File: src/dtc_map.svh
`ifndef DTC_MAP_SVH
`define DTC_MAP_SVH

// Bank and offsets inside expanded register bank
`define DTC_BANK 4'hD
`define DTC_OFS_SHORT_CTL 4'h0
`define DTC_OFS_COMMON 4'h1
`define DTC_OFS_LONG_CTL 4'h2
`define DTC_OFS_EXTRA 4'h3

// Common control field positions
`define DTC_B_MODE 7
`define DTC_B_SEL 6
`define DTC_B_LOGIC_HI 5
`define DTC_B_LOGIC_LO 4
`define DTC_B_SUB_HI 3
`define DTC_B_SUB_LO 2
`define DTC_B_INIT_SHORT 1
`define DTC_B_INIT_LONG 0

// Timer control field positions
`define DTC_B_ENABLE 7
`define DTC_B_TIMEOUT 5
`define DTC_B_OUT_EN 0

// Extra control field positions
`define DTC_B_CAP_MASK 2
`define DTC_B_CNT_MASK 1
`define DTC_B_PIN4_SEL 0

// Interrupt mask bits
`define DTC_IMR_GLOBAL 7
`define DTC_IMR_PORT2 2

`define DTC_RST_BYTE 8'h00

// Glitch filter lengths in clock cycles
`define DTC_FILT_NONE 4'h0
`define DTC_FILT_4 4'h4
`define DTC_FILT_8 4'h8

`endif

File: src/dtc_pkg.sv
package dtc_pkg;
    typedef enum logic [1:0] {
        DTC_GATE_AND = 2'b00,
        DTC_GATE_OR = 2'b01,
        DTC_GATE_NOR = 2'b10,
        DTC_GATE_NAND = 2'b11
    } dtc_gate_t;

    typedef enum logic [1:0] {
        DTC_EDGE_FALL = 2'b00,
        DTC_EDGE_RISE = 2'b01,
        DTC_EDGE_BOTH = 2'b10,
        DTC_EDGE_RSVD = 2'b11
    } dtc_edge_t;

    typedef enum logic [1:0] {
        DTC_SUB_NORMAL = 2'b00,
        DTC_SUB_PINGPONG = 2'b01,
        DTC_SUB_LONG_LOW = 2'b10,
        DTC_SUB_LONG_HIGH = 2'b11
    } dtc_sub_t;

    typedef logic [7:0] dtc_byte_t;
endpackage : dtc_pkg

File: src/dtc_common_ctrl.sv
// Functional notes
// Mode bit 0 selects transmit, 1 selects demodulation for both timers.
// Transmit: bit 6 puts port value or combined timer output on pin six.
// Demodulation: bit 6 picks input, port three pin one or port two pin zero.
// Pin-one captures also raise second port interrupt unless its own or the global mask bit is clear.
// Bits 5-4: transmit combining gate; demodulation edge select, 11 reserved.
// Bit 1: short output initial level, or rising-edge flag cleared by writing 1.
// Bit 0: long output initial level, or falling-edge flag cleared by writing 1.
// Ping-pong: hardware alternately sets and clears both timer enable bits.
// Ping-pong: each timer sets its timeout bit at every terminal count.
// Capture mask set: interrupt request on every demodulation capture.
// Counter mask set: interrupt request on every short timer timeout.
// Dedicated bit selects port output or short timer output on pin four.
// Pin outputs steered by bit 6 and each timer control bit 0.
// Fields clear at reset; bits 5-4 survive stop-mode recovery.
// Timer registers live in expanded register bank D, selected by pointer.
// Two timer interrupt sources, each gated by own and global mask.
// Bits 3-2: transmit submode or forced long output; demodulation glitch filter.
`include "dtc_map.svh"

module dtc_common_ctrl #(
    parameter int FILT_W = 4
) (
    input wire logic i_clk_sys,
    input wire logic i_rst,
    input wire logic i_stop_recovery,
    input wire logic [3:0] i_reg_bank,
    input wire logic [3:0] i_reg_addr,
    input wire logic i_reg_wr,
    input wire logic i_reg_rd,
    input wire dtc_pkg::dtc_byte_t i_reg_wdata,
    output dtc_pkg::dtc_byte_t o_reg_rdata,
    input wire logic i_short_tc,
    input wire logic i_long_tc,
    output logic o_short_run,
    output logic o_long_run,
    input wire logic i_port_three_pin_one,
    input wire logic i_port_two_pin_zero,
    input wire logic i_pin_four_port_data,
    input wire logic i_pin_five_port_data,
    input wire logic i_pin_six_port_data,
    output logic o_port_three_pin_four,
    output logic o_port_three_pin_five,
    output logic o_port_three_pin_six,
    input wire dtc_pkg::dtc_byte_t i_interrupt_mask,
    output logic o_capture,
    output logic o_capture_irq,
    output logic o_counter_irq,
    output logic o_second_port_irq
);
    import dtc_pkg::*;

    // Common control fields
    logic mode_q;
    logic sel_q;
    logic [1:0] logic_q;
    logic [1:0] sub_q;
    logic init_short_q;
    logic init_long_q;
    logic rise_flag_q;
    logic fall_flag_q;
    dtc_byte_t short_ctl_q;
    dtc_byte_t long_ctl_q;
    dtc_byte_t extra_q;
    dtc_byte_t rdata_q;
    logic short_out_q;
    logic long_out_q;
    logic short_run_prev_q;
    logic long_run_prev_q;
    logic pin4_q;
    logic pin5_q;
    logic pin6_q;
    logic capture_q;
    logic cap_irq_q;
    logic cnt_irq_q;
    logic port2_irq_q;

    wire logic bank_hit = i_reg_bank == `DTC_BANK;
    wire logic wr_short = bank_hit & i_reg_wr & (i_reg_addr == `DTC_OFS_SHORT_CTL);
    wire logic wr_common = bank_hit & i_reg_wr & (i_reg_addr == `DTC_OFS_COMMON);
    wire logic wr_long = bank_hit & i_reg_wr & (i_reg_addr == `DTC_OFS_LONG_CTL);
    wire logic wr_extra = bank_hit & i_reg_wr & (i_reg_addr == `DTC_OFS_EXTRA);
    wire logic demod = mode_q;
    wire logic xmit = ~mode_q;

    // Demodulation input path
    wire logic demod_pin = sel_q ? i_port_two_pin_zero : i_port_three_pin_one;
    logic [FILT_W-1:0] filt_len;
    logic pin_rise;
    logic pin_fall;

    always_comb begin
        case (dtc_sub_t'(sub_q))
            DTC_SUB_NORMAL: filt_len = FILT_W'(`DTC_FILT_NONE);
            DTC_SUB_PINGPONG: filt_len = FILT_W'(`DTC_FILT_4);
            DTC_SUB_LONG_LOW: filt_len = FILT_W'(`DTC_FILT_8);
            default: filt_len = FILT_W'(`DTC_FILT_NONE);
        endcase
    end

    dtc_input_filter #(
        .CNT_W(FILT_W)
    ) u_filter (
        .i_clk_sys(i_clk_sys),
        .i_rst(i_rst),
        .i_pin(demod_pin),
        .i_len(filt_len),
        .o_rise(pin_rise),
        .o_fall(pin_fall)
    );

    wire logic rise_ev = demod & pin_rise;
    wire logic fall_ev = demod & pin_fall;
    logic capture_ev;

    always_comb begin
        case (dtc_edge_t'(logic_q))
            DTC_EDGE_FALL: capture_ev = fall_ev;
            DTC_EDGE_RISE: capture_ev = rise_ev;
            DTC_EDGE_BOTH: capture_ev = rise_ev | fall_ev;
            default: capture_ev = 1'b0;
        endcase
    end

    // Ping-pong hand-over between the two timers
    wire logic pingpong = xmit & (sub_q == DTC_SUB_PINGPONG);
    wire logic pp_short_done = pingpong & i_short_tc & short_ctl_q[`DTC_B_ENABLE];
    wire logic pp_long_done = pingpong & i_long_tc & long_ctl_q[`DTC_B_ENABLE];

    dtc_byte_t short_ctl_d;
    dtc_byte_t long_ctl_d;

    always_comb begin
        short_ctl_d = short_ctl_q;
        long_ctl_d = long_ctl_q;
        if (wr_short) begin
            short_ctl_d = i_reg_wdata;
            short_ctl_d[`DTC_B_TIMEOUT] = short_ctl_q[`DTC_B_TIMEOUT]
                & ~i_reg_wdata[`DTC_B_TIMEOUT];
        end
        if (wr_long) begin
            long_ctl_d = i_reg_wdata;
            long_ctl_d[`DTC_B_TIMEOUT] = long_ctl_q[`DTC_B_TIMEOUT]
                & ~i_reg_wdata[`DTC_B_TIMEOUT];
        end
        if (pp_short_done) begin
            short_ctl_d[`DTC_B_ENABLE] = 1'b0;
            long_ctl_d[`DTC_B_ENABLE] = 1'b1;
        end
        if (pp_long_done) begin
            long_ctl_d[`DTC_B_ENABLE] = 1'b0;
            short_ctl_d[`DTC_B_ENABLE] = 1'b1;
        end
        // Timeout set wins over a clearing write
        if (i_short_tc) begin
            short_ctl_d[`DTC_B_TIMEOUT] = 1'b1;
        end
        if (i_long_tc) begin
            long_ctl_d[`DTC_B_TIMEOUT] = 1'b1;
        end
    end

    always_ff @(posedge i_clk_sys or posedge i_rst) begin
        if (i_rst) begin
            short_ctl_q <= `DTC_RST_BYTE;
            long_ctl_q <= `DTC_RST_BYTE;
            extra_q <= `DTC_RST_BYTE;
        end else begin
            short_ctl_q <= short_ctl_d;
            long_ctl_q <= long_ctl_d;
            if (wr_extra) begin
                extra_q <= i_reg_wdata;
            end
        end
    end

    // Common control register; edge flags set wins over clear
    wire logic rise_flag_d = rise_ev
        | (rise_flag_q & ~(wr_common & demod & i_reg_wdata[`DTC_B_INIT_SHORT]));
    wire logic fall_flag_d = fall_ev
        | (fall_flag_q & ~(wr_common & demod & i_reg_wdata[`DTC_B_INIT_LONG]));

    always_ff @(posedge i_clk_sys or posedge i_rst) begin
        if (i_rst) begin
            mode_q <= 1'b0;
            sel_q <= 1'b0;
            logic_q <= 2'b00;
            sub_q <= 2'b00;
            init_short_q <= 1'b0;
            init_long_q <= 1'b0;
            rise_flag_q <= 1'b0;
            fall_flag_q <= 1'b0;
        end else if (i_stop_recovery) begin
            mode_q <= 1'b0;
            sel_q <= 1'b0;
            sub_q <= 2'b00;
            init_short_q <= 1'b0;
            init_long_q <= 1'b0;
            rise_flag_q <= 1'b0;
            fall_flag_q <= 1'b0;
        end else begin
            rise_flag_q <= rise_flag_d;
            fall_flag_q <= fall_flag_d;
            if (wr_common) begin
                mode_q <= i_reg_wdata[`DTC_B_MODE];
                sel_q <= i_reg_wdata[`DTC_B_SEL];
                logic_q <= i_reg_wdata[`DTC_B_LOGIC_HI:`DTC_B_LOGIC_LO];
                sub_q <= i_reg_wdata[`DTC_B_SUB_HI:`DTC_B_SUB_LO];
            end
            if (wr_common && xmit) begin
                init_short_q <= i_reg_wdata[`DTC_B_INIT_SHORT];
                init_long_q <= i_reg_wdata[`DTC_B_INIT_LONG];
            end
        end
    end

    // Read view depends on mode for the two low bits
    wire logic bit1_view = demod ? rise_flag_q : init_short_q;
    wire logic bit0_view = demod ? fall_flag_q : init_long_q;
    wire dtc_byte_t common_view = {mode_q, sel_q, logic_q, sub_q, bit1_view, bit0_view};
    dtc_byte_t rd_mux;

    always_comb begin
        case (i_reg_addr)
            `DTC_OFS_SHORT_CTL: rd_mux = short_ctl_q;
            `DTC_OFS_COMMON: rd_mux = common_view;
            `DTC_OFS_LONG_CTL: rd_mux = long_ctl_q;
            `DTC_OFS_EXTRA: rd_mux = extra_q;
            default: rd_mux = `DTC_RST_BYTE;
        endcase
    end

    wire logic rd_hit = bank_hit & i_reg_rd;

    always_ff @(posedge i_clk_sys or posedge i_rst) begin
        if (i_rst) begin
            rdata_q <= `DTC_RST_BYTE;
        end else if (rd_hit) begin
            rdata_q <= rd_mux;
        end
    end

    // Transmit waveforms: load initial level at start, toggle at terminal count
    wire logic short_run = short_ctl_q[`DTC_B_ENABLE];
    wire logic long_run = long_ctl_q[`DTC_B_ENABLE];
    wire logic short_start = short_run & ~short_run_prev_q;
    wire logic long_start = long_run & ~long_run_prev_q;

    always_ff @(posedge i_clk_sys or posedge i_rst) begin
        if (i_rst) begin
            short_out_q <= 1'b0;
            long_out_q <= 1'b0;
            short_run_prev_q <= 1'b0;
            long_run_prev_q <= 1'b0;
        end else begin
            short_run_prev_q <= short_run;
            long_run_prev_q <= long_run;
            if (short_start) begin
                short_out_q <= init_short_q;
            end else if (i_short_tc && xmit) begin
                short_out_q <= ~short_out_q;
            end
            if (long_start) begin
                long_out_q <= init_long_q;
            end else if (i_long_tc && xmit) begin
                long_out_q <= ~long_out_q;
            end
        end
    end

    // Forced long output levels
    logic long_eff;
    always_comb begin
        case (dtc_sub_t'(sub_q))
            DTC_SUB_LONG_LOW: long_eff = 1'b0;
            DTC_SUB_LONG_HIGH: long_eff = 1'b1;
            default: long_eff = long_out_q;
        endcase
    end

    logic combined;
    always_comb begin
        case (dtc_gate_t'(logic_q))
            DTC_GATE_AND: combined = short_out_q & long_eff;
            DTC_GATE_OR: combined = short_out_q | long_eff;
            DTC_GATE_NOR: combined = ~(short_out_q | long_eff);
            DTC_GATE_NAND: combined = ~(short_out_q & long_eff);
            default: combined = 1'b0;
        endcase
    end

    wire logic pin4_d = (extra_q[`DTC_B_PIN4_SEL] & short_ctl_q[`DTC_B_OUT_EN])
        ? short_out_q : i_pin_four_port_data;
    wire logic pin5_d = long_ctl_q[`DTC_B_OUT_EN] ? long_eff : i_pin_five_port_data;
    wire logic pin6_d = (xmit & sel_q) ? combined : i_pin_six_port_data;

    // Interrupt requests
    wire logic global_en = i_interrupt_mask[`DTC_IMR_GLOBAL];
    wire logic cap_irq_d = capture_ev & extra_q[`DTC_B_CAP_MASK] & global_en;
    wire logic cnt_irq_d = i_short_tc & extra_q[`DTC_B_CNT_MASK] & global_en;
    wire logic port2_irq_d = capture_ev & ~sel_q
        & i_interrupt_mask[`DTC_IMR_PORT2] & global_en;

    always_ff @(posedge i_clk_sys or posedge i_rst) begin
        if (i_rst) begin
            pin4_q <= 1'b0;
            pin5_q <= 1'b0;
            pin6_q <= 1'b0;
            capture_q <= 1'b0;
            cap_irq_q <= 1'b0;
            cnt_irq_q <= 1'b0;
            port2_irq_q <= 1'b0;
        end else begin
            pin4_q <= pin4_d;
            pin5_q <= pin5_d;
            pin6_q <= pin6_d;
            capture_q <= capture_ev;
            cap_irq_q <= cap_irq_d;
            cnt_irq_q <= cnt_irq_d;
            port2_irq_q <= port2_irq_d;
        end
    end

    assign o_reg_rdata = rdata_q;
    assign o_short_run = short_run;
    assign o_long_run = long_run;
    assign o_port_three_pin_four = pin4_q;
    assign o_port_three_pin_five = pin5_q;
    assign o_port_three_pin_six = pin6_q;
    assign o_capture = capture_q;
    assign o_capture_irq = cap_irq_q;
    assign o_counter_irq = cnt_irq_q;
    assign o_second_port_irq = port2_irq_q;
endmodule : dtc_common_ctrl

File: src/dtc_input_filter.sv
`include "dtc_map.svh"

module dtc_input_filter #(
    parameter int CNT_W = 4
) (
    input wire logic i_clk_sys,
    input wire logic i_rst,
    input wire logic i_pin,
    input wire logic [CNT_W-1:0] i_len,
    output logic o_rise,
    output logic o_fall
);
    import dtc_pkg::*;

    logic sync1_q;
    logic sync2_q;
    logic stable_q;
    logic stable_d;
    logic [CNT_W-1:0] cnt_q;
    logic [CNT_W-1:0] cnt_d;
    logic rise_q;
    logic fall_q;
    wire logic differs = sync2_q != stable_q;
    wire logic [CNT_W-1:0] cnt_inc = cnt_q + {{(CNT_W-1){1'b0}}, 1'b1};
    wire logic settled = (i_len == '0) || (cnt_inc >= i_len);

    // Level must hold i_len cycles before it is accepted
    always_comb begin
        stable_d = stable_q;
        cnt_d = '0;
        if (differs && settled) begin
            stable_d = sync2_q;
        end else if (differs) begin
            cnt_d = cnt_inc;
        end
    end

    always_ff @(posedge i_clk_sys or posedge i_rst) begin
        if (i_rst) begin
            sync1_q <= 1'b0;
            sync2_q <= 1'b0;
            stable_q <= 1'b0;
            cnt_q <= '0;
            rise_q <= 1'b0;
            fall_q <= 1'b0;
        end else begin
            sync1_q <= i_pin;
            sync2_q <= sync1_q;
            stable_q <= stable_d;
            cnt_q <= cnt_d;
            rise_q <= stable_d & ~stable_q;
            fall_q <= ~stable_d & stable_q;
        end
    end

    assign o_rise = rise_q;
    assign o_fall = fall_q;
endmodule : dtc_input_filter

File: config.mk
export PLATFORM = sky130hd
export DESIGN_NAME = dtc_common_ctrl
export DESIGN_NICKNAME = d
export VERILOG_FILES = /design/src/dtc_pkg.sv /design/src/dtc_common_ctrl.sv /design/src/dtc_input_filter.sv
export VERILOG_INCLUDE_DIRS = /design/src
export SDC_FILE = /design/constraint.sdc
export NUM_CORES = 1
export LEC_CHECK = 0
export BUFFER_PORTS_ARGS = -buffer_cell sky130_fd_sc_hd__buf_2
export CAP_MARGIN = 0
export CORE_ASPECT_RATIO = 1.4
export CORE_MARGIN = 5
export CORE_UTILIZATION = 50
export CTS_CLUSTER_DIAMETER = 200
export CTS_CLUSTER_SIZE = 24
export DETAILED_ROUTE_END_ITERATION = 8
export GPL_TIMING_DRIVEN = 1
export PLACE_DENSITY = 0.73
export SLEW_MARGIN = 20
export SYNTH_ARGS = -nofsm -noshare
export SYNTH_HDL_FRONTEND = slang
export SYNTH_HIERARCHICAL = 1
export SYNTH_SLANG_ARGS = --single-unit
File: constraint.sdc
create_clock -name i_clk_sys -period 3.35 [get_ports i_clk_sys]
set_clock_uncertainty 0.05 [all_clocks]
set_input_delay 0.335 -clock i_clk_sys [delete_from_list [all_inputs] [get_ports i_clk_sys]]
set_output_delay 0.335 -clock i_clk_sys [all_outputs]
set_load 0.01 [all_outputs]
Yosys cells after proc, flatten, opt, wreduce, memory -nomap -nowiden
Index checks and enable logic that the tools add are counted.
{"block": "word_totals", "reg_bits": 62, "input_bits": 36, "output_inout_bits": 17, "word_cells": 153}
{"block": "classes", "add_sub_neg": 1, "n_lt_le_gt_ge": 1, "n_eq_ne": 11, "mux": 38, "bitwise": 52, "n_reduce_logical": 17}
{"operator": "bitwise AND 1 bit", "n": 34}
{"operator": "one-hot mux 8 bit (4 select lines)", "n": 1}
{"operator": "two-way mux 1 bit", "n": 27}
{"operator": "two-way mux 8 bit", "n": 2}
{"operator": "inverter 1 bit", "n": 14}
{"operator": "nonzero test 2 bit", "n": 6}
{"operator": "equality test 2 bit (second input constant)", "n": 4}
{"operator": "equality test 4 x 2 -> 1 bit (second input constant)", "n": 2}
{"operator": "logical NOT 4 bit", "n": 2}
{"operator": "two-way mux 4 bit", "n": 2}
{"operator": "one-hot mux 4 bit (2 select lines)", "n": 1}
{"operator": "nonzero test 3 bit", "n": 2}
{"operator": "adder 4 x 1 -> 4 bit (second input constant)", "n": 1}
{"operator": "equality test 2 x 1 -> 1 bit (second input constant)", "n": 2}
{"operator": "equality test 4 x 1 -> 1 bit (second input constant)", "n": 1}
{"operator": "equality test 4 bit (second input constant)", "n": 1}
{"operator": "greater-or-equal comparator 4 bit", "n": 1}
{"operator": "logical AND 1 bit", "n": 4}
{"operator": "two-way mux 2 bit", "n": 2}
{"operator": "OR 1 bit", "n": 4}
{"operator": "one-hot mux 1 bit (4 select lines)", "n": 1}
{"operator": "one-hot mux 1 bit (3 select lines)", "n": 1}
{"operator": "logical NOT 2 bit", "n": 1}
{"operator": "one-hot mux 1 bit (2 select lines)", "n": 1}
{"operator": "other kinds (3)", "n": 3}

Logic depth before layout (Yosys ltp)
Gate-level depths: netlist (run 1).
{"block": "depth", "depth_word": 9, "mapped_depth": 7, "mapped_depth_nobuf": 7}

Hierarchy
The synthesis (run 1) kept the hierarchy.
{"mod": "dtc_common_ctrl", "instances": 1, "cells_per_inst": 203, "area_each_um2": 2499.9, "seq_area_each_um2": 1326.3}
{"mod": "dtc_input_filter", "instances": 1, "cells_per_inst": 38, "area_each_um2": 446.7, "seq_area_each_um2": 225.2}

Worst setup path after synthesis (run 1)
Ideal clock, no wire load.
{"block": "synth_path", "path_type": "register to register", "start": "reg u_filter.cnt_q[0]", "end": "reg u_filter.stable_q", "setup_ps": 125, "t_arrival_ps": 1650, "t_required_ps": 3175, "setup_slack_ps": 1525, "path_stages_with_launch": 8, "n_path_buf": 0, "period_less_slack_ps": 1825, "cell_sequence": "dfrtp_1 -> ha_1 -> xor2_1 -> ha_1 -> a21oi_1 -> o41ai_2 -> nor2_2 -> mux2_4"}
{"block": "synth_between", "elab_chain_cells": 5}
{"element": "from (decl)", "line_no": "dtc_input_filter.sv:19", "source": "logic [CNT_W-1:0] cnt_q;"}
{"element": "from (signal assigned)", "line_no": "dtc_input_filter.sv:50", "source": "cnt_q <= cnt_d;"}
{"element": "adder 4 x 1 -> 4 bit", "line_no": "dtc_input_filter.sv:24", "source": "wire logic [CNT_W-1:0] cnt_inc = cnt_q + {{(CNT_W-1){1'b0}}, 1'b1};"}
{"element": "greater-or-equal comparator 4 bit", "line_no": "dtc_input_filter.sv:25", "source": "wire logic settled = (i_len == '0) || (cnt_inc >= i_len);"}
{"element": "logical OR 1 bit", "line_no": "dtc_input_filter.sv:25"}
{"element": "logical AND 1 bit", "line_no": "dtc_input_filter.sv:31", "source": "if (differs && settled) begin"}
{"element": "two-way mux 1 bit", "line_no": "dtc_input_filter.sv:31"}
{"element": "net u_filter.stable_d", "line_no": "dtc_input_filter.sv:18", "source": "logic stable_d;"}
{"element": "to (signal assigned)", "line_no": "dtc_input_filter.sv:49", "source": "stable_q <= stable_d;"}
{"element": "to (decl)", "line_no": "dtc_input_filter.sv:17", "source": "logic stable_q;"}
The timed path passes the listed nets, and every way through them passes these cells.
A chain may end at the register's enable or synchronous reset.

Final worst setup path (run 1)
Same ends and word-level chain as after synthesis.

==> results.toml, run 1 <==
[outcome]
status = "finished, final reports clean"

[die]
placementRows = 33
die_y_um = 101
core_mm2 = 0.00578
start_util_pct = 51.0
die_area_mm2 = 0.00755
fp.dieW_um = 74.9
ios = 53

[setup_path]
crit_path_frequent_cell = "ha_1"
slowest_stage = "dfrtp_1"
crit_chain = "ha_1 -> xor2_1 -> ha_1 -> a21oi_1 -> o41ai_2 -> nor2_2 -> mux2_4"
slowest_delay_ns = 0.42
rr_worst_depth = 7
critPathLaunchType = "flop"
worstSetupEndpointType = "flop"
arrival_ns = 2.18
critPathKind = "flop to flop"
cp_max_fo = 4
required_ns = 3.52

[placed_design]
placedCellCount = 354
gp_congestion = 0.776
portBuffers = 46
hpwl_mm = 4.49
dp_slack_ns = 1.37
place_area_mm2 = 0.00323

[sta]
setup-tns-final_ns = 0
rsz0062_at_grt = "false"
setup_viol = 0
max_freq_mhz = 500
finalCritPeriodShare_pct = 59.8
timing.final.hold_violations = 0
final_max_slew_viol_count = 0
slew_headroom_pct = 54.9
worst_pin_slew_ns = 0.677
fin_crit_ns = 2.00
fin_ws_ns = 1.35
worst_hold_slack_ns = 0.150

[yosys]
ys_top_cells_by_area = "dfrtp_1 (53%), mux2_2 (5.7%), mux2_4 (5.1%), mux4_2 (4.6%), mux2i_1 (4.1%)"
seq_area_frac_synth_pct = 52.7
synthFlopType = "dfrtp_1"
yosysWarnings = 6
postSynthAreaPerCell_um2 = 12.2
synth.most_common_cell = "dfrtp_1"
ys_top_cells_by_count = "dfrtp_1 (62), inv_1 (17), nand2_1 (16)"
synth_top_area_share_pct = 52.7
synth_edf_count = 0
synth_cell_types = 46
async_flop_share_pct = 100
ys_ff_latch = 62
yosysTopAreaCell = "dfrtp_1"
syn_area_mm2 = 0.00295
synth_cells = 241

[pwr]
p_seq_share_pct = 42.7
switching_share_pct = 23.9
power_density_mw_per_mm2 = 569
power_leakage_nw = 1.73
p_comb_share_pct = 13.2
power_mw = 2.00
internal-power_mw = 1.52
p_switching_mw = 0.477
ir_worst_vdd_mv = 0.309
clockPowerShare_pct = 44.2

[final_layout]
syn2layout_area_growth_pct = 19.2
instances_no_fill = 371
final_util_pct = 60.7
insertedDiodeCount = 0
n_fill_cell = 482
drive_above_1_share_pct = 34.9
seqCellArea_mm2 = 0.00155
fin_nets = 337
multiInputGateArea_mm2 = 0.00129
final_area_mm2 = 0.00351

[hold_path]
hold_depth = 3
hold_class = "primary input to flop"

[detailed_routing]
via_count = 2020
drt_iter0_markers = 145
drtPass1Iterations = 4
post_drt_wl_per_cell_um = 16.5
wl_mm = 6.13
ant_nets = 0
vias_per_cell = 5.44
remaining_drc_errors = 0

[clock_network]
cts_root_buf = "clkbuf_8"
cts.htree.levels = 3
cts_resized = 0
cts.clk_slew.worst_paths_ns = 0.07
numCtsBuffers = 9
cts_setup_buffers = 0
worstSkewPairLatency_ns = 0.34
cts.sinks = 62
cts_buffer_depth = 2
cts_tree = "yes"

[global_routing]
grt-ovfl-total = 0
grt_first_pass_wirelength_mm = 10.2
grt_max_degree = 54
antenna_found_initial = 0
grt_pass1_vias = 2094
track_usage_pct = 18.4

[run]
maxCapViolations = 0
==> cells in the final DEF, fill, tap and decap left out, drive strengths merged, types with 3 or more instances in the layout <==
master	count
buf	47
inv	17
and3	4
nor3b	5
o211ai	3
ha	5
nand3	6
mux2	25
o21ai	12
mux2i	12
mux4	6
nor2	16
conb	4
clkbuf	10
bufinv	4
nand2	16
nor3	3
dfrtp	62
nor2b	5
a21oi	10
xnor2	3
==> metal layers <==
metal	vias to the layer above	wire (µm)	global-route usage, %
li1	952	-	-
met1	1011	2520	21.4
met2	41	3230	31.4
met3	16	240	3.79
met4	0	142	9.04
met5	-	0	0
==> cell type report <==
type / instances / area share, %
clock buffers: 10 / 3.92
multi-input cells: 158 / 36.7
well taps: 70 / 2.49
flip-flops and latches: 62 / 44.2
inverters: 17 / 1.82
repair buffers: 48 / 7.06
clock inverters: 6 / 3.78
==> sequential cells by signal, indices dropped and copies added, names as in the netlist, 2 cells and up <==
signal,flops
extra_q,8
logic_q,2
long_ctl_q,8
o_reg_rdata,8
short_ctl_q,8
sub_q,2
u_filter/cnt_q,4
==> repair_timing <==
item / CTS / global route
hold endpoints to repair: 9 / 0
endpoints found under the setup margin: 0 / 0
hold buffers: 1 / 0
==> path summary, 6_finish.rpt <==
check                           slack (ns)                  from               endpoint
worst max register to register        1.35     u_filter/cnt_q[0]      u_filter/stable_q
max in group asynchronous             2.10                 i_rst            fall_flag_q
worst max-delay path                  1.35     u_filter/cnt_q[0]      u_filter/stable_q
worst min-delay path                  0.15  i_pin_four_port_data  o_port_three_pin_four
min in group asynchronous             0.46                 i_rst       u_filter/sync2_q
worst min register to register        0.30      u_filter/sync1_q       u_filter/sync2_q
==> power by group through the flow <==
stage / combinational, mW / clock (mW) / sequential (mW)
floorplan: 0.193 / 0 / 0.853
global placement: 0.258 / 0 / 0.860
detailed placement: 0.263 / 0 / 0.864
CTS: 0.266 / 0.897 / 0.850
global route: 0.301 / 0.929 / 0.857
finish: 0.263 / 0.881 / 0.851
==> worst max-delay path: cells and delay by family (launching register included) <==
family | cells | cell delay [ns]
adder cells (fa/ha/maj) | 2 | 0.43
flip-flops | 1 | 0.42
AO/OA/AOI/OAI | 2 | 0.32
multiplexers | 1 | 0.32
AND/OR/NAND/NOR | 1 | 0.20
XOR/XNOR | 1 | 0.16
==> cell families after synthesis <==
| kind of cell | count (synthesis) | share of synthesized area [%] |
|---|---|---|
| AOI/OAI and AO/OA | 33 | 6.92 |
| muxes | 43 | 19.5 |
| other | 1 | 0.127 |
| adders and majority gates | 6 | 2.46 |
| buffers and inverters | 24 | 3.95 |
| xor gates and xnor gates | 5 | 1.49 |
| and+or+nand+nor | 67 | 12.9 |
| DFF | 62 | 52.7 |
Power figures use the tool's default switching activity.
==> run 2, diff against run 1 <==
- ABC_AREA: not set -> 1
- PLACE_DENSITY: 0.73 -> 0.76
- clock period: 3.35 -> 1.7 ns (I/O delays scaled with it)
==> run 2 against run 1 <==
Synthesized cell count rose by 51%. Maximum frequency rose by 21%. Core utilization rose by 1.5 points. Global-route usage rose by 1.8 points. Clock-buffer cell count fell by 1. Die area down 0.93%. Synthesized area shrank 1.1%. Largest cell class unchanged.
==> results.toml, run 2 <==
[yosys]
postSynthAreaPerCell_um2 = 7.99
yosys.area_share.simple_pct = 25.7
synth_xor_xnor_area_share_pct = 1.20
synth_top_family_by_area = "simple AND/OR/NAND/NOR gates"
synth_edf_count = 0
ys_top_cells_by_count = "nand2_1 (127), dfrtp_1 (62), o21ai_0 (50)"
seq_area_frac_synth_pct = 53.2
synth_cell_types = 23
synth.most_common_cell = "nand2_1"
ys_ff_latch = 62
synthAdderAreaFrac_pct = 2.15
yosysWarnings = 6
ys_top_cells_by_area = "dfrtp_1 (53%), nand2_1 (16%), o21ai_0 (8.6%), inv_1 (6.1%), nand3_1 (3.4%)"
async_flop_share_pct = 100
synth_cells = 365
synthFlopType = "dfrtp_1"
synth_top_area_share_pct = 53.2
yosysTopAreaCell = "dfrtp_1"
synth_mux_area_share_pct = 0
synth_compound_area_share_pct = 10.5
syn_area_mm2 = 0.00292

[sta]
fin_ws_ns = 0.0444
setup-tns-final_ns = 0
rsz0062_at_grt = "true"
final_max_slew_viol_count = 0
fin_crit_ns = 1.66
finalCritPeriodShare_pct = 97.4
timing.final.hold_violations = 0
setup_viol = 0
max_freq_mhz = 604

[detailed_routing]
via_count = 2556
post_drt_wl_per_cell_um = 13.1
vias_per_cell = 4.95
drt_iter0_markers = 204
drtPass1Iterations = 4
remaining_drc_errors = 0
ant_nets = 0
wl_mm = 6.76

[die]
start_util_pct = 50.4
ios = 53
die_area_mm2 = 0.00748
die_y_um = 100
fp.dieW_um = 74.5
core_mm2 = 0.00578
placementRows = 33

[clock_network]
cts.sinks = 62
cts_tree = "yes"
cts.clk_slew.worst_paths_ns = 0.07
worstSkewPairLatency_ns = 0.34
numCtsBuffers = 9
cts_buffer_depth = 2
cts_root_buf = "clkbuf_8"
cts.htree.levels = 3

[final_layout]
insertedDiodeCount = 0
final_common_cell = "nand2_1"
multiInputGateArea_mm2 = 0.00120
seqCellArea_mm2 = 0.00155
fin_nets = 482
final_util_pct = 62.2
syn2layout_area_growth_pct = 23.4
n_fill_cell = 506
final_cell_mix = "nand2_1 (126), dfrtp_1 (62), o21ai_0 (50)"
drive_above_1_share_pct = 21.1

[global_routing]
grt_first_pass_wirelength_mm = 11.4
antenna_found_initial = 0
track_usage_pct = 20.2
grt_pass1_vias = 2538
grt_max_degree = 27
grt-ovfl-total = 0

[hold_path]
hold-path-endpoint = "u_filter/sync1_q"
hold_depth = 3
hold_start = "i_port_three_pin_one"
hold_class = "primary input to flop"

[placed_design]
dp_slack_ns = 0.0231
gp_congestion = 0.853
portBuffers = 46
hpwl_mm = 5.24

[setup_path]
r2r-start = "sub_q[1]"
cp_max_fo = 5
worstSetupEndpointType = "flop"
critPathKind = "flop to flop"
rr_worst_depth = 10
r2r_setup_slack_ns = 0.04
critPathLaunchType = "flop"
worstReg2RegEnd = "u_filter/stable_q"
arrival_ns = 1.84
required_ns = 1.88

[run]
maxCapViolations = 0

[pwr]
power_leakage_nw = 1.91
power_mw = 3.35
ir_worst_vdd_mv = 0.796
power_density_mw_per_mm2 = 931

[outcome]
status = "finished, final reports clean"
-- run 2: cell types whose count changed in the layout (fill, tap and decap cells not counted), sizes merged, moves of 6 or more --
cell / before / now
inv: 17 / 48
mux4: 6 / 0
clkinv: 1 / 7
nand2: 16 / 129
nor2: 16 / 29
buf: 47 / 61
o21ai: 12 / 50
nand3: 6 / 20
mux2: 25 / 0
mux2i: 12 / 0
-- run 2: metrics by stage --
step | hold slack, ns | instances | cell area, µm²
2_1_floorplan | -0.0521 | 368 | 2930
3_3_place_gp | 0.0991 | 492 | 3320
3_5_place_dp | 0.108 | 492 | 3320
4_1_cts | 0.00149 | 513 | 3540
5_1_grt | 0.00669 | 516 | 3600
6_report | 0.00893 | 516 | 3600
-- run 2: power by group --
part	total, mW	internal [mW]	switching [mW]
clock	1.12	0.532	0.586
sequential	1.66	1.59	0.0688
combinational	0.574	0.221	0.352
total	3.35	2.34	1.01
-- run 2: timing repair --
action | in CTS | in global routing
endpoints found under the hold margin | 31 | 0
endpoints found under the setup margin | 0 | 5
gates resized for setup | 0 | 7
setup buffers | 0 | 3
hold buffers | 5 | 0
-- run 2: worst max path at each step --
stage                                  from                end  slack (ns)  depth (start not counted)
after detailed placement  u_filter/cnt_q[0]  u_filter/stable_q        0.02                          9
after global placement    u_filter/cnt_q[0]  u_filter/stable_q        0.06                          9
after global routing      u_filter/cnt_q[0]  u_filter/stable_q       -0.08                          9
final                              sub_q[1]  u_filter/stable_q        0.04                         10
after floorplan           u_filter/cnt_q[0]  u_filter/stable_q        0.13                          9
after CTS                 u_filter/cnt_q[0]  u_filter/stable_q        0.01                          9
-- run 2: cell type report --
class | instances | area share, %
clock inverters | 7 | 1.39
repair buffers | 66 | 11.3
clock buffers | 9 | 3.44
well taps | 70 | 2.43
multi-input cells | 254 | 33.3
inverters | 48 | 5.01
flip-flops and latches | 62 | 43.1
-- run 2: logic make-up after synthesis --
family / count (synthesis)
and+or+nand+nor: 181
DFF: 62
AOI/OAI and AO/OA: 60
buffers and inverters: 52
adders and majority gates: 5
xor gates and xnor gates: 4
other: 1
-- run 2: layer usage --
layer / GRT usage, % / share of wire [%] / wire length, µm
met1: 22.5 / 39 / 2630
met2: 34.7 / 52 / 3540
met3: 5.51 / 5.9 / 399
met4: 9.59 / 2.7 / 184
met5: 0 / 0 / 0
-- run 2: critical path: stages, from the launching register on --
cell and delay, ns:
dfrtp_1 0.41, inv_1 0.10, nor2_2 0.11, inv_1 0.05, ha_1 0.30, nand2_1 0.06, nand2_1 0.06, a21oi_2 0.18
nand2_2 0.12, nand2_1 0.07, nand2_1 0.04
==> run 3, diff against run 2 <==
- clock period: 1.7 -> 1.5 ns (I/O delays scaled with it)
==> run 3 against run 2 <==
The run now ends with negative setup slack left. Worst hold slack improved by 0.015 ns. Global-route usage increased by 0.57 points. Via count up 3.4%. Flip-flop and latch count stayed put. Non-clock buffer count grew 12. Sequential power increased by 13%. Sequential share of layout area fell by 1.7 points. Largest power group unchanged.
==> results.toml, run 3 (synthesis results as in run 2) <==
[final_layout]
insertedDiodeCount = 0
multiInputGateArea_mm2 = 0.00123
fin_nets = 494
n_fill_cell = 507
instances_no_fill = 527
final_cell_mix = "nand2_1 (124), dfrtp_1 (62), o21ai_0 (50)"
seqCellArea_mm2 = 0.00155
final_common_cell = "nand2_1"
syn2layout_area_growth_pct = 28.5
final_util_pct = 64.8
drive_above_1_share_pct = 23.2

[die]
start_util_pct = 50.4
ios = 53
die_y_um = 100
placementRows = 33
die_area_mm2 = 0.00748
fp.dieW_um = 74.5
core_mm2 = 0.00578

[global_routing]
gr-usage-met3_pct = 5.71
grt_max_degree = 54
grt_pass1_vias = 2618
track_usage_pct = 20.7
globalRouteMet2Util_pct = 36.9
antenna_found_initial = 0
grt_util_met1_pct = 23.0
grt_first_pass_wirelength_mm = 11.7
busiest_layer = "met2"
grt-ovfl-total = 0

[hold_path]
hold-path-endpoint = "o_port_three_pin_five"
hold_class = "primary input to flop"
hold_start = "i_pin_five_port_data"
hold_depth = 3

[setup_path]
critPathLaunchType = "flop"
rr_worst_depth = 8
startpoint = "u_filter/cnt_q[0]"
worstSetupEndpointType = "flop"
arrival_ns = 1.85
worstReg2RegEnd = "u_filter/o_rise"
critPathKind = "flop to flop"
r2r_setup_slack_ns = -0.17
cp_max_fo = 3
required_ns = 1.68
r2r-start = "u_filter/cnt_q[0]"

[detailed_routing]
via_count = 2642
vias_per_cell = 5.01
ant_nets = 0
remaining_drc_errors = 0
wl_mm = 7.15
drt_iter0_markers = 196
drtPass1Iterations = 5
post_drt_wl_per_cell_um = 13.6

[sta]
setup_viol = 7
final_max_slew_viol_count = 0
max_freq_mhz = 598
fin_crit_ns = 1.67
worst_hold_slack_ns = 0.0241
timing.final.hold_violations = 0
rsz0062_at_grt = "true"
fin_ws_ns = -0.171
finalCritPeriodShare_pct = 111

[outcome]
violations = "negative setup slack"
status = "finished, violations left"

[placed_design]
portBuffers = 46
gp_congestion = 0.844
placedCellCount = 500
hpwl_mm = 5.38
dp_slack_ns = -0.156

[clock_network]
cts.htree.levels = 3
cts_buffer_depth = 2
cts_tree = "yes"
cts.sinks = 62
cts_root_buf = "clkbuf_8"
worstSkewPairLatency_ns = 0.34
numCtsBuffers = 9
cts.clk_slew.worst_paths_ns = 0.07

[pwr]
power_leakage_nw = 1.98
ir_worst_vdd_mv = 0.912
power_mw = 4.07
power_density_mw_per_mm2 = 1090

[run]
maxCapViolations = 0
## run 3: changes by cell type in the layout (fill, tap and decap cells not counted), sizes merged
cell | before | now
buf | 61 | 68
dlygate4sd3 | 5 | 10
clkinv | 7 | 3
clkbuf | 9 | 11
bufinv | 0 | 1
clkinvlp | 0 | 1
inv | 48 | 47
## run 3: through the flow
| stage | TNS (ns) | cell area (µm²) |
|---|---|---|
| CTS | -0.707 | 3710 |
| floorplan | -0.0321 | 2930 |
| global placement | -0.235 | 3390 |
| global route | -1.36 | 3750 |
| finish | -0.967 | 3750 |
| detailed placement | -0.809 | 3390 |
## run 3: timing repair
action / 4_1_cts / 5_1_grt
hold endpoints to repair: 72 / 0
endpoints found under the setup margin: 7 / 8
hold buffers: 10 / 0
gates resized for setup: 6 / 9
pin swaps: 5 / 4
gates cloned: 0 / 0
setup buffers: 1 / 1
## run 3: worst max-delay path by stage
stage / end / slack (ns) / depth (start not counted)
after CTS: u_filter/stable_q / -0.13 / 9
final: u_filter/o_rise / -0.17 / 8
after detailed placement: u_filter/stable_q / -0.16 / 9
after floorplan: u_filter/stable_q / -0.03 / 9
after global placement: u_filter/stable_q / -0.08 / 9
after global routing: u_filter/stable_q / -0.25 / 9
## run 3: routing by layer
layer / routed length [µm] / vias up
li1: - / 1313
met1: 2670 / 1230
met2: 3870 / 89
met3: 461 / 10
met4: 150 / 0
met5: 0 / -
## run 3: final cells by class
class	count	area share (%)
Sequential cell	62	41.4
Multi-Input combinational cell	254	32.9
Timing Repair Buffer	78	13.6
Inverter	48	4.81
Clock buffer	11	3.77
Tap cell	70	2.34
Clock inverter	4	1.27
## run 3: report_power, final
group / switching, mW / total, mW / internal, mW
Sequential: 0.0760 / 1.88 / 1.80
Clock: 0.627 / 1.43 / 0.798
Combinational: 0.456 / 0.762 / 0.306
## run 3: critical path: stages, from the launching register on
cell and delay (ns):
dfrtp_1 0.38, nand3_2 0.11, xnor2_2 0.15, ha_1 0.32, nand2_1 0.10, nand2_2 0.07
a21oi_4 0.17, buf_4 0.16, a21oi_2 0.05
